===== config.mk =====
export PLATFORM = sky130hd
export DESIGN_NAME = tdf_top
export DESIGN_NICKNAME = d
export VERILOG_FILES = /design/src/design/tdf_pkg.sv /design/src/design/tdf_fifo_mem.sv /design/src/design/tdf_serializer.sv /design/src/design/tdf_top.sv
export SDC_FILE = /design/constraint.sdc
export NUM_CORES = 1
export LEC_CHECK = 0
export BUFFER_PORTS_ARGS = -buffer_cell sky130_fd_sc_hd__buf_2
export CAP_MARGIN = 0
export CORE_MARGIN = 10
export CORE_UTILIZATION = 45
export CTS_CLUSTER_SIZE = 28
export DETAILED_ROUTE_END_ITERATION = 10
export PLACE_DENSITY = 0.65
export SETUP_SLACK_MARGIN = 0.02
export SYNTH_ARGS = -nofsm -noshare
export SYNTH_HDL_FRONTEND = slang
export SYNTH_SLANG_ARGS = --single-unit

===== constraint.sdc =====
create_clock -name CORE_CLK -period 11.8 [get_ports CORE_CLK]
set_input_delay 1.18 -clock CORE_CLK [delete_from_list [all_inputs] [get_ports CORE_CLK]]
set_output_delay 1.18 -clock CORE_CLK [all_outputs]
set_load 0.01 [all_outputs]

===== src/design/tdf_pkg.sv =====
// Shared constants, types and register map of the second transmit data link FIFO.
package tdf_pkg;

	// ==========================================================================
	// FIFO geometry
	localparam int unsigned FIFO_DEPTH = 64;
	localparam int unsigned ADDR_W     = 6;
	localparam int unsigned PTR_W      = 7;
	localparam logic [6:0]  COUNT_FULL = 7'h40;

	// ==========================================================================
	// Register indices; byte address is four times the index
	localparam int unsigned PADDR_W      = 10;
	localparam logic [7:0]  IDX_LEVEL    = 8'hb6;
	localparam logic [7:0]  IDX_EOM      = 8'hb7;
	localparam logic [7:0]  IDX_DATA     = 8'hb8;
	localparam logic [7:0]  IDX_STAT     = 8'hb9;
	localparam logic [7:0]  IDX_MODE     = 8'hc0;
	localparam logic [7:0]  IDX_IRQ_STAT = 8'hc1;
	localparam logic [7:0]  IDX_IRQ_CLR  = 8'hc2;
	localparam logic [7:0]  IDX_IRQ_EN   = 8'hc3;

	// ==========================================================================
	// Field positions and reset values
	localparam int unsigned MODE_ENABLE_BIT = 3;
	localparam int unsigned IRQ_NEAR_BIT    = 0;
	localparam int unsigned IRQ_DONE_BIT    = 1;
	localparam int unsigned IRQ_UNDER_BIT   = 2;
	localparam int unsigned IRQ_W           = 3;
	localparam logic [5:0]  LEVEL_RST       = 6'h00;
	localparam logic [2:0]  IRQ_EN_RST      = 3'h0;
	localparam logic        ENABLE_RST      = 1'b0;

	// ==========================================================================
	// Line coding
	localparam logic [7:0] HDLC_FLAG  = 8'h7e;
	localparam logic [7:0] HDLC_ABORT = 8'h7f;
	localparam logic [2:0] STUFF_RUN  = 3'h5;
	localparam logic [3:0] BITS_FULL  = 4'h8;
	localparam logic [3:0] BITS_SIX   = 4'h6;

	typedef enum logic [2:0] {
		MODE_HDLC,
		MODE_EIGHT,
		MODE_SIX,
		MODE_UNFMT,
		MODE_CIRC
	} tdf_mode_e;

	localparam tdf_mode_e MODE_RST = MODE_HDLC;

	typedef struct packed {
		logic message_active_flag;
		logic fifo_empty_flag;
		logic near_empty_flag;
		logic fifo_full_flag;
	} tdf_status_s;

	typedef struct packed {
		logic [7:0] data;
		logic [3:0] bits;
		logic       stuff;
	} tdf_load_s;

endpackage : tdf_pkg


===== src/design/tdf_fifo_mem.sv =====
// Byte storage of the transmit FIFO with a registered read port.
module tdf_fifo_mem
	import tdf_pkg::*;
(
	input  wire logic              clk,
	input  wire logic              reset,
	input  wire logic              wr_en,
	input  wire logic [ADDR_W-1:0] wr_addr,
	input  wire logic [7:0]        wr_data,
	input  wire logic [ADDR_W-1:0] rd_addr,
	output logic      [7:0]        rd_data
);

	logic [7:0] mem [FIFO_DEPTH];
	logic [7:0] rd_data_ff;

	always_ff @(posedge clk)
	begin
		if (wr_en)
		begin
			mem[wr_addr] <= wr_data;
		end
	end

	// The read word lags the address by one cycle; the caller waits for it.
	always_ff @(posedge clk or posedge reset)
	begin
		if (reset)
		begin
			rd_data_ff <= 8'h00;
		end
		else
		begin
			rd_data_ff <= mem[rd_addr];
		end
	end

	assign rd_data = rd_data_ff;

endmodule : tdf_fifo_mem


===== src/design/tdf_serializer.sv =====
// Least significant bit first serializer with optional HDLC zero insertion.
module tdf_serializer
	import tdf_pkg::*;
(
	input  wire logic      clk,
	input  wire logic      reset,
	input  wire logic      bit_en,
	input  wire logic      load,
	input  tdf_pkg::tdf_load_s load_word,
	output logic           ready,
	output logic           tx_bit
);

	logic [7:0] sh_ff;
	logic [3:0] left_ff;
	logic [2:0] ones_ff;
	logic       stuff_ff;
	logic       bit_ff;
	logic       stuff_due;

	assign stuff_due = stuff_ff && (ones_ff == STUFF_RUN);
	// A pending zero after a run of ones must go out before the next byte.
	assign ready     = (left_ff == 4'h0) && !stuff_due;

	always_ff @(posedge clk or posedge reset)
	begin
		if (reset)
		begin
			sh_ff    <= 8'h00;
			left_ff  <= 4'h0;
			ones_ff  <= 3'h0;
			stuff_ff <= 1'b0;
			bit_ff   <= 1'b1;
		end
		else if (load)
		begin
			sh_ff    <= load_word.data;
			left_ff  <= load_word.bits;
			stuff_ff <= load_word.stuff;
			if (!load_word.stuff)
			begin
				ones_ff <= 3'h0;
			end
		end
		else if (bit_en)
		begin
			if (stuff_due)
			begin
				bit_ff  <= 1'b0;
				ones_ff <= 3'h0;
			end
			else if (left_ff != 4'h0)
			begin
				bit_ff  <= sh_ff[0];
				sh_ff   <= {1'b0, sh_ff[7:1]};
				left_ff <= left_ff - 4'h1;
				ones_ff <= sh_ff[0] ? ones_ff + 3'h1 : 3'h0;
			end
			else
			begin
				bit_ff <= 1'b1;
			end
		end
	end

	assign tx_bit = bit_ff;

endmodule : tdf_serializer


===== src/design/tdf_top.sv =====
// Transmit FIFO, status and time slot sequencer of the second data link channel.

module tdf_top
	import tdf_pkg::*;
(
	input  wire logic               CORE_CLK,
	input  wire logic               RESET,
	input  wire logic [PADDR_W-1:0] PADDR,
	input  wire logic               PSEL,
	input  wire logic               PENABLE,
	input  wire logic               PWRITE,
	input  wire logic [31:0]        PWDATA,
	output logic      [31:0]        PRDATA,
	output logic                    PREADY,
	output logic                    PSLVERR,
	input  wire logic               TX_BIT_EN,
	output logic                    TX_BIT,
	output tdf_pkg::tdf_status_s    TX_STATUS,
	output logic                    IRQ
);

	import tdf_pkg::*;

	typedef enum logic [1:0] {
		S_IDLE,
		S_DATA,
		S_CLOSE,
		S_ABORT
	} tdf_state_e;

	// ==========================================================================
	// Register bus decode
	logic [7:0]       idx;
	logic             aligned;
	logic             mapped;
	logic             wr_acc;
	logic             wr_level;
	logic             wr_eom;
	logic             wr_data;
	logic             wr_mode;
	logic             wr_irq_clr;
	logic             wr_irq_en;
	logic [31:0]      prdata_ff;
	logic [31:0]      nxt_rdata;

	assign idx     = PADDR[9:2];
	assign aligned = (PADDR[1:0] == 2'h0);
	assign mapped  = aligned && ((idx == IDX_LEVEL) || (idx == IDX_EOM) || (idx == IDX_DATA)
		|| (idx == IDX_STAT) || (idx == IDX_MODE) || (idx == IDX_IRQ_STAT)
		|| (idx == IDX_IRQ_CLR) || (idx == IDX_IRQ_EN));
	assign wr_acc     = PSEL && PENABLE && PWRITE && mapped;
	assign wr_level   = wr_acc && (idx == IDX_LEVEL);
	assign wr_eom     = wr_acc && (idx == IDX_EOM);
	assign wr_data    = wr_acc && (idx == IDX_DATA);
	assign wr_mode    = wr_acc && (idx == IDX_MODE);
	assign wr_irq_clr = wr_acc && (idx == IDX_IRQ_CLR);
	assign wr_irq_en  = wr_acc && (idx == IDX_IRQ_EN);

	assign PREADY  = 1'b1;
	assign PSLVERR = PSEL && PENABLE && !mapped;
	assign PRDATA  = prdata_ff;

	// ==========================================================================
	// Configuration registers
	logic [5:0]       level_ff;
	tdf_mode_e        mode_ff;
	logic             enable_ff;
	logic [IRQ_W-1:0] irq_en_ff;

	always_ff @(posedge CORE_CLK or posedge RESET)
	begin
		if (RESET)
		begin
			level_ff  <= LEVEL_RST;
			mode_ff   <= MODE_RST;
			enable_ff <= ENABLE_RST;
			irq_en_ff <= IRQ_EN_RST;
		end
		else
		begin
			if (wr_level)
			begin
				level_ff <= PWDATA[5:0];
			end
			if (wr_mode)
			begin
				mode_ff   <= tdf_mode_e'(PWDATA[2:0]);
				enable_ff <= PWDATA[MODE_ENABLE_BIT];
			end
			if (wr_irq_en)
			begin
				irq_en_ff <= PWDATA[IRQ_W-1:0];
			end
		end
	end

	// ==========================================================================
	// FIFO pointers and occupancy
	logic [PTR_W-1:0] wr_ptr_ff;
	logic [PTR_W-1:0] rd_ptr_ff;
	logic [PTR_W-1:0] free_ptr_ff;
	logic [PTR_W-1:0] count;
	logic [ADDR_W-1:0] last_addr;
	logic             full;
	logic             empty;
	logic             push;
	logic             avail;
	logic [7:0]       rd_byte;

	// The free pointer trails the fetch pointer so a circular buffer stays resident.
	assign count     = wr_ptr_ff - free_ptr_ff;
	assign full      = (count == COUNT_FULL);
	assign empty     = (count == 7'h00);
	assign push      = wr_data && !full;
	assign avail     = (rd_ptr_ff != wr_ptr_ff);
	assign last_addr = wr_ptr_ff[ADDR_W-1:0] - 6'h01;

	tdf_fifo_mem u_mem (
		.clk     (CORE_CLK),
		.reset   (RESET),
		.wr_en   (push),
		.wr_addr (wr_ptr_ff[ADDR_W-1:0]),
		.wr_data (PWDATA[7:0]),
		.rd_addr (rd_ptr_ff[ADDR_W-1:0]),
		.rd_data (rd_byte)
	);

	// ==========================================================================
	// End-of-message marks, one per location
	logic [FIFO_DEPTH-1:0] eom_ff;
	logic [PTR_W-1:0]      eom_count_ff;
	logic                  eom_set;
	logic                  eom_consume;
	logic                  cur_eom;

	assign eom_set = wr_eom && !empty && !eom_ff[last_addr];
	assign cur_eom = eom_ff[rd_ptr_ff[ADDR_W-1:0]];

	genvar gi;
	generate
		for (gi = 0; gi < FIFO_DEPTH; gi++)
		begin : g_eom
			always_ff @(posedge CORE_CLK or posedge RESET)
			begin
				if (RESET)
				begin
					eom_ff[gi] <= 1'b0;
				end
				else if (push && (wr_ptr_ff[ADDR_W-1:0] == ADDR_W'(gi)))
				begin
					eom_ff[gi] <= 1'b0;
				end
				else if (eom_set && (last_addr == ADDR_W'(gi)))
				begin
					eom_ff[gi] <= 1'b1;
				end
			end
		end
	endgenerate

	always_ff @(posedge CORE_CLK or posedge RESET)
	begin
		if (RESET)
		begin
			eom_count_ff <= 7'h00;
		end
		else if (eom_set && !eom_consume)
		begin
			eom_count_ff <= eom_count_ff + 7'h01;
		end
		else if (eom_consume && !eom_set)
		begin
			eom_count_ff <= eom_count_ff - 7'h01;
		end
	end

	// ==========================================================================
	// Transmit sequencer
	tdf_state_e state_ff;
	tdf_state_e nxt_state;
	tdf_load_s  ld_word;
	logic       ld;
	logic       pop;
	logic       free_adv;
	logic       rewind;
	logic       done_ev;
	logic       under_ev;
	logic       rd_stable_ff;
	logic       ser_ready;

	always_comb
	begin
		nxt_state   = state_ff;
		ld          = 1'b0;
		ld_word     = '{data: HDLC_FLAG, bits: BITS_FULL, stuff: 1'b0};
		pop         = 1'b0;
		free_adv    = 1'b0;
		rewind      = 1'b0;
		eom_consume = 1'b0;
		done_ev     = 1'b0;
		under_ev    = 1'b0;
		if (!enable_ff)
		begin
			nxt_state = S_IDLE;
		end
		else if (ser_ready)
		begin
			case (mode_ff)
				MODE_HDLC:
				begin
					case (state_ff)
						S_IDLE:
						begin
							if (avail)
							begin
								nxt_state = S_DATA;
							end
							else
							begin
								ld = 1'b1;
							end
						end
						S_DATA:
						begin
							if (!avail)
							begin
								ld        = 1'b1;
								ld_word   = '{data: HDLC_ABORT, bits: BITS_FULL, stuff: 1'b0};
								under_ev  = 1'b1;
								nxt_state = S_ABORT;
							end
							else if (rd_stable_ff)
							begin
								ld       = 1'b1;
								ld_word  = '{data: rd_byte, bits: BITS_FULL, stuff: 1'b1};
								pop      = 1'b1;
								free_adv = 1'b1;
								if (cur_eom)
								begin
									eom_consume = 1'b1;
									nxt_state   = S_CLOSE;
								end
							end
						end
						S_CLOSE:
						begin
							ld        = 1'b1;
							done_ev   = 1'b1;
							nxt_state = S_IDLE;
						end
						S_ABORT:
						begin
							ld        = 1'b1;
							nxt_state = S_IDLE;
						end
						default:
						begin
							nxt_state = S_IDLE;
						end
					endcase
				end
				MODE_CIRC:
				begin
					if ((eom_count_ff != 7'h00) && rd_stable_ff)
					begin
						ld      = 1'b1;
						ld_word = '{data: rd_byte, bits: BITS_FULL, stuff: 1'b0};
						if (!cur_eom)
						begin
							pop = 1'b1;
						end
						else if (eom_count_ff > 7'h01)
						begin
							pop         = 1'b1;
							free_adv    = 1'b1;
							eom_consume = 1'b1;
						end
						else
						begin
							rewind = 1'b1;
						end
					end
				end
				MODE_SIX, MODE_EIGHT, MODE_UNFMT:
				begin
					if (avail && rd_stable_ff)
					begin
						ld       = 1'b1;
						ld_word  = '{data: rd_byte, bits: (mode_ff == MODE_SIX) ? BITS_SIX : BITS_FULL,
							stuff: 1'b0};
						pop      = 1'b1;
						free_adv = 1'b1;
					end
				end
				default:
				begin
					nxt_state = S_IDLE;
				end
			endcase
		end
	end

	always_ff @(posedge CORE_CLK or posedge RESET)
	begin
		if (RESET)
		begin
			state_ff     <= S_IDLE;
			wr_ptr_ff    <= 7'h00;
			rd_ptr_ff    <= 7'h00;
			free_ptr_ff  <= 7'h00;
			rd_stable_ff <= 1'b0;
		end
		else
		begin
			state_ff     <= wr_mode ? S_IDLE : nxt_state;
			// A byte written at the fetch address reaches the read register a cycle late.
			rd_stable_ff <= !(pop || rewind || wr_mode || (push && (wr_ptr_ff == rd_ptr_ff)));
			if (push)
			begin
				wr_ptr_ff <= wr_ptr_ff + 7'h01;
			end
			// A mode change drops any replay position back to the oldest held byte.
			if (wr_mode || rewind)
			begin
				rd_ptr_ff <= free_ptr_ff;
			end
			else if (pop)
			begin
				rd_ptr_ff <= rd_ptr_ff + 7'h01;
			end
			if (free_adv && !wr_mode)
			begin
				free_ptr_ff <= rd_ptr_ff + 7'h01;
			end
		end
	end

	tdf_serializer u_ser (
		.clk       (CORE_CLK),
		.reset     (RESET),
		.bit_en    (TX_BIT_EN),
		.load      (ld),
		.load_word (ld_word),
		.ready     (ser_ready),
		.tx_bit    (TX_BIT)
	);

	// ==========================================================================
	// Status and interrupts
	tdf_status_s      status;
	logic             below;
	logic             below_prev_ff;
	logic [IRQ_W-1:0] irq_stat_ff;
	logic [IRQ_W-1:0] irq_ev;

	assign below = (level_ff != 6'h00) && (count < {1'b0, level_ff});
	assign status.message_active_flag = (mode_ff != MODE_HDLC)
		|| (state_ff == S_DATA) || (state_ff == S_CLOSE);
	assign status.fifo_empty_flag     = empty;
	assign status.near_empty_flag     = below;
	assign status.fifo_full_flag      = full;
	assign TX_STATUS = status;

	always_comb
	begin
		irq_ev                = '0;
		irq_ev[IRQ_NEAR_BIT]  = below && !below_prev_ff;
		irq_ev[IRQ_DONE_BIT]  = done_ev;
		irq_ev[IRQ_UNDER_BIT] = under_ev;
	end

	// A new event in the clearing cycle survives the clear.
	always_ff @(posedge CORE_CLK or posedge RESET)
	begin
		if (RESET)
		begin
			irq_stat_ff   <= '0;
			below_prev_ff <= 1'b0;
		end
		else
		begin
			below_prev_ff <= below;
			irq_stat_ff   <= (irq_stat_ff & ~(wr_irq_clr ? PWDATA[IRQ_W-1:0] : 3'h0)) | irq_ev;
		end
	end

	assign IRQ = |(irq_stat_ff & irq_en_ff);

	// ==========================================================================
	// Read data, captured in the setup phase
	always_comb
	begin
		nxt_rdata = 32'h0000_0000;
		case (idx)
			IDX_LEVEL:    nxt_rdata = {26'h000_0000, level_ff};
			IDX_STAT:     nxt_rdata = {28'h000_0000, status};
			IDX_MODE:     nxt_rdata = {28'h000_0000, enable_ff, mode_ff};
			IDX_IRQ_STAT: nxt_rdata = {29'h000_0000, irq_stat_ff};
			IDX_IRQ_EN:   nxt_rdata = {29'h000_0000, irq_en_ff};
			default:      nxt_rdata = 32'h0000_0000;
		endcase
	end

	always_ff @(posedge CORE_CLK or posedge RESET)
	begin
		if (RESET)
		begin
			prdata_ff <= 32'h0000_0000;
		end
		else if (PSEL && !PENABLE && !PWRITE)
		begin
			prdata_ff <= (mapped && aligned) ? nxt_rdata : 32'h0000_0000;
		end
	end

endmodule : tdf_top


==> summary.txt <==
STA
  • Peak Freq: 0.191 GHz
  • Final Setup Violations: 0
  • Crit path time final: 5.23 ns
  • Slew HR: 16.0%
  • RSZ-0062 raised after global routing: no
  • Final Hold Violating Endpoints: 0
  • Worst slew pin tran: 1.26 ns
  • Final Cycle Share: 44.4%
  • Setup WS post-layout: 6.57 ns
  • Final setup TNS: 0 ns
  • Clock Skews: 0.0275 ns
  • Worst hold slack: 0.426 ns
  • Fin. max-slew vios: 0

CTS
  • H-tree Lvls: 3
  • CTS Buf Count: 69
  • Longest Clk Path Bufs: 3
  • Clock Sinks: 655
  • Worst skew pair latency: 0.63 ns
  • Hold_buf cts: 0
  • CTS root buffer: clkbuf_16
  • Number of setup buffers added after CTS: 0
  • Clk slew on worst S/H paths: 0.06 ns
  • Post_cts resized: 0
  • CTS tree: built

Status
  • Status: finished, final reports clean

Synthesis
  • Area contributors post-synth: edfxtp_1 54%, mux4_2 16%, dfrtp_1 12%
  • Ys async rst share: 21.8%
  • Unique masters post-synth: 75
  • Leading area contributor after synthesis: edfxtp_1
  • EDFF count, synth: 512
  • Instance count of the mapped netlist: 1682
  • #FFs+latches synth: 655
  • Syn avg cell area: 16.9 sq um
  • Cell area after synthesis: 28500 sq um
  • Synth warn: 0
  • Post-synthesis sequential area ratio: 66.6%
  • Most frequent cell after synthesis: edfxtp_1
  • Post-synth top cells: 512 x edfxtp_1, 204 x mux4_2, 142 x dfrtp_1
  • Top FF cell, synth: edfxtp_1
  • Top cell type's share of synthesized area: 54.0%

Critical path
  • Signal arrival time at the worst endpoint: 4.05 ns
  • Critical Path Fanout Max: 26
  • Worst Setup End Kind: output pin
  • Critical Path, Cell by Cell: buf_4, inv_2, ha_1, nor2b_1, o21a_1, o21a_1, nor4b_1, nor3b_1, inv_1, ha_1, o21ai_0, nand3_1, inv_1, buf_2
  • CP max stage delay: 0.85 ns
  • CP Buf/Inv Count: 5
  • Critical-path top delay cell: nor3b_1
  • Setup crit start kind: register
  • Critical path class: reg2out
  • Top delay family on crit path: simple AND/OR/NAND/NOR gates
  • Critical path required time: 10.62 ns

Global routing
  • Total track usage: 17.7%
  • Pin count of the biggest net entering global routing: 106
  • Congestion Overflow GR: 0
  • First-pass GRT wire length: 100000 microns
  • Number of global-route vias before repair: 15800
  • Initial antenna violation count: 1

Finish
  • Nets: 1770
  • Ant. Diodes: 0
  • Synthesis-to-finish area growth: 11.5%
  • Ratio of cells with drive above 1 in the final layout: 23.3%

Placed design
  • Dpl ws: 6.66 ns
  • Final GP Congestion: 0.827
  • HPWL after detailed placement: 39500 microns
  • Number of I/O port buffers: 36

Route
  • Number of DRC markers in iteration 0: 1613
  • Via density: 5.96
  • Drt wl/cell: 25.2 microns
  • Router iterations before antenna repair: 5
  • Antenna-violating nets left: 0
  • Vias: 15500
  • Final WL: 65400 microns
  • DRC: 0

Floorplanning
  • Core Area: 62900 sq um
  • Initial Util: 45.3%
  • Rows: 92
  • Die W: 272 microns
  • Die H: 272 microns
  • Total die area: 73700 sq um
  • I/O Pins: 88

Pwr
  • Peak supply drop: 112 uV
  • Leakage: 11.1 nW
  • Pwr dens: 156 nW/um^2

Flow run
  • Max_cap viols: 0

Worst hold path
  • Hold Path Class: reg2reg
==> worst paths after layout <==
kind / from / to / slack, ns / depth (start not counted)
max reg2reg: wr_ptr_ff[0]$_DFFE_PP0P_ / u_mem.mem[23][7]$_DFFE_PP_ / 6.68 / 14
min reg2reg: below_prev_ff$_DFF_PP0_ / irq_stat_ff[0]$_DFF_PP0_ / 0.43 / 1
min in group asynchronous: RESET / PRDATA[0]$_DFFE_PP0P_ / 0.68 / 2
min: below_prev_ff$_DFF_PP0_ / irq_stat_ff[0]$_DFF_PP0_ / 0.43 / 1
max in group asynchronous: RESET / rd_ptr_ff[1]$_DFFE_PP0P_ / 9.73 / 3
max: wr_ptr_ff[0]$_DFFE_PP0P_ / TX_STATUS[1] / 6.57 / 14
==> where the power goes <==
group / switching (W) / internal, W / total, W
clock: 0.000922 / 0.00143 / 0.00235
sequential: 0.00000837 / 0.00250 / 0.00251
combinational: 0.0000700 / 0.0000268 / 0.0000968
total: 0.00100 / 0.00396 / 0.00496
==> metrics by stage <==
step	total power [W]	std cells	cell area [sq um]	util, %
after floorplan	0.00261	1707	28600	-
after global placement	0.00265	2471	29300	46.6
after detailed placement	0.00266	2471	29300	46.6
after CTS	0.00499	2598	31800	50.5
after global routing	0.00510	2598	31800	50.5
final	0.00496	2598	31800	50.5
==> final cells by class <==
cell class | instances | area [sq um]
fill | 5085 | 31100
multi-input combinational | 883 | 8800
sequential | 655 | 19000
clock inverter | 34 | 544
inverter | 34 | 133
clock buffer | 93 | 1930
timing repair buffer | 53 | 320
tap | 846 | 1060
==> cells by family (layout without fill, tap and decap cells) <==
family          after synthesis  in the layout  synth area share, %
xor+xnor                     42             42                 1.32
buf+inv                     169            214                 2.92
fa+ha+maj                    26             26                 1.17
compound gates              262            262                 5.64
flops                       655            655                 66.6
simple gates                289            289                 4.96
other cells                   2             27               0.0264
mux                         237            237                 17.4
==> routing by layer <==
layer	track usage, %	vias to the layer above	wire, microns
met3	4.19	114	5320
li1	-	6685	-
met5	0	-	0
met2	28.2	630	31700
met1	24.3	8050	26900
met4	4.87	0	1560
==> state kept, by name (all words and copies together) (netlist names), 4 cells and up <==
name and flops:
rd_ptr_ff 7, u_mem.mem 512, u_mem.rd_data 8, eom_ff 64, u_ser.sh_ff 8, PRDATA 6
wr_ptr_ff 7, free_ptr_ff 7, level_ff 6, eom_count_ff 7, u_ser.left_ff 4
==> cells in the final DEF, fill, tap and decap left out, drive strengths merged, types with 12 or more instances in the layout <==
master / Yosys / layout
edfxtp: 512 / 512
mux4: 204 / 204
dfrtp: 142 / 142
nor2: 117 / 117
clkbuf: 51 / 93
a21oi: 92 / 92
a31oi: 71 / 71
buf: 84 / 53
nand2: 51 / 51
o21ai: 43 / 43
inv: 34 / 37
conb: 2 / 27
xnor2: 27 / 27
ha: 25 / 25
nor3: 22 / 22
mux2i: 20 / 20
clkinv: 0 / 17
xor2: 15 / 15
nand3: 14 / 14
and2: 14 / 14
nand4: 13 / 13
mux2: 13 / 13
bufinv: 0 / 12
Power figures use the tool's default switching activity.
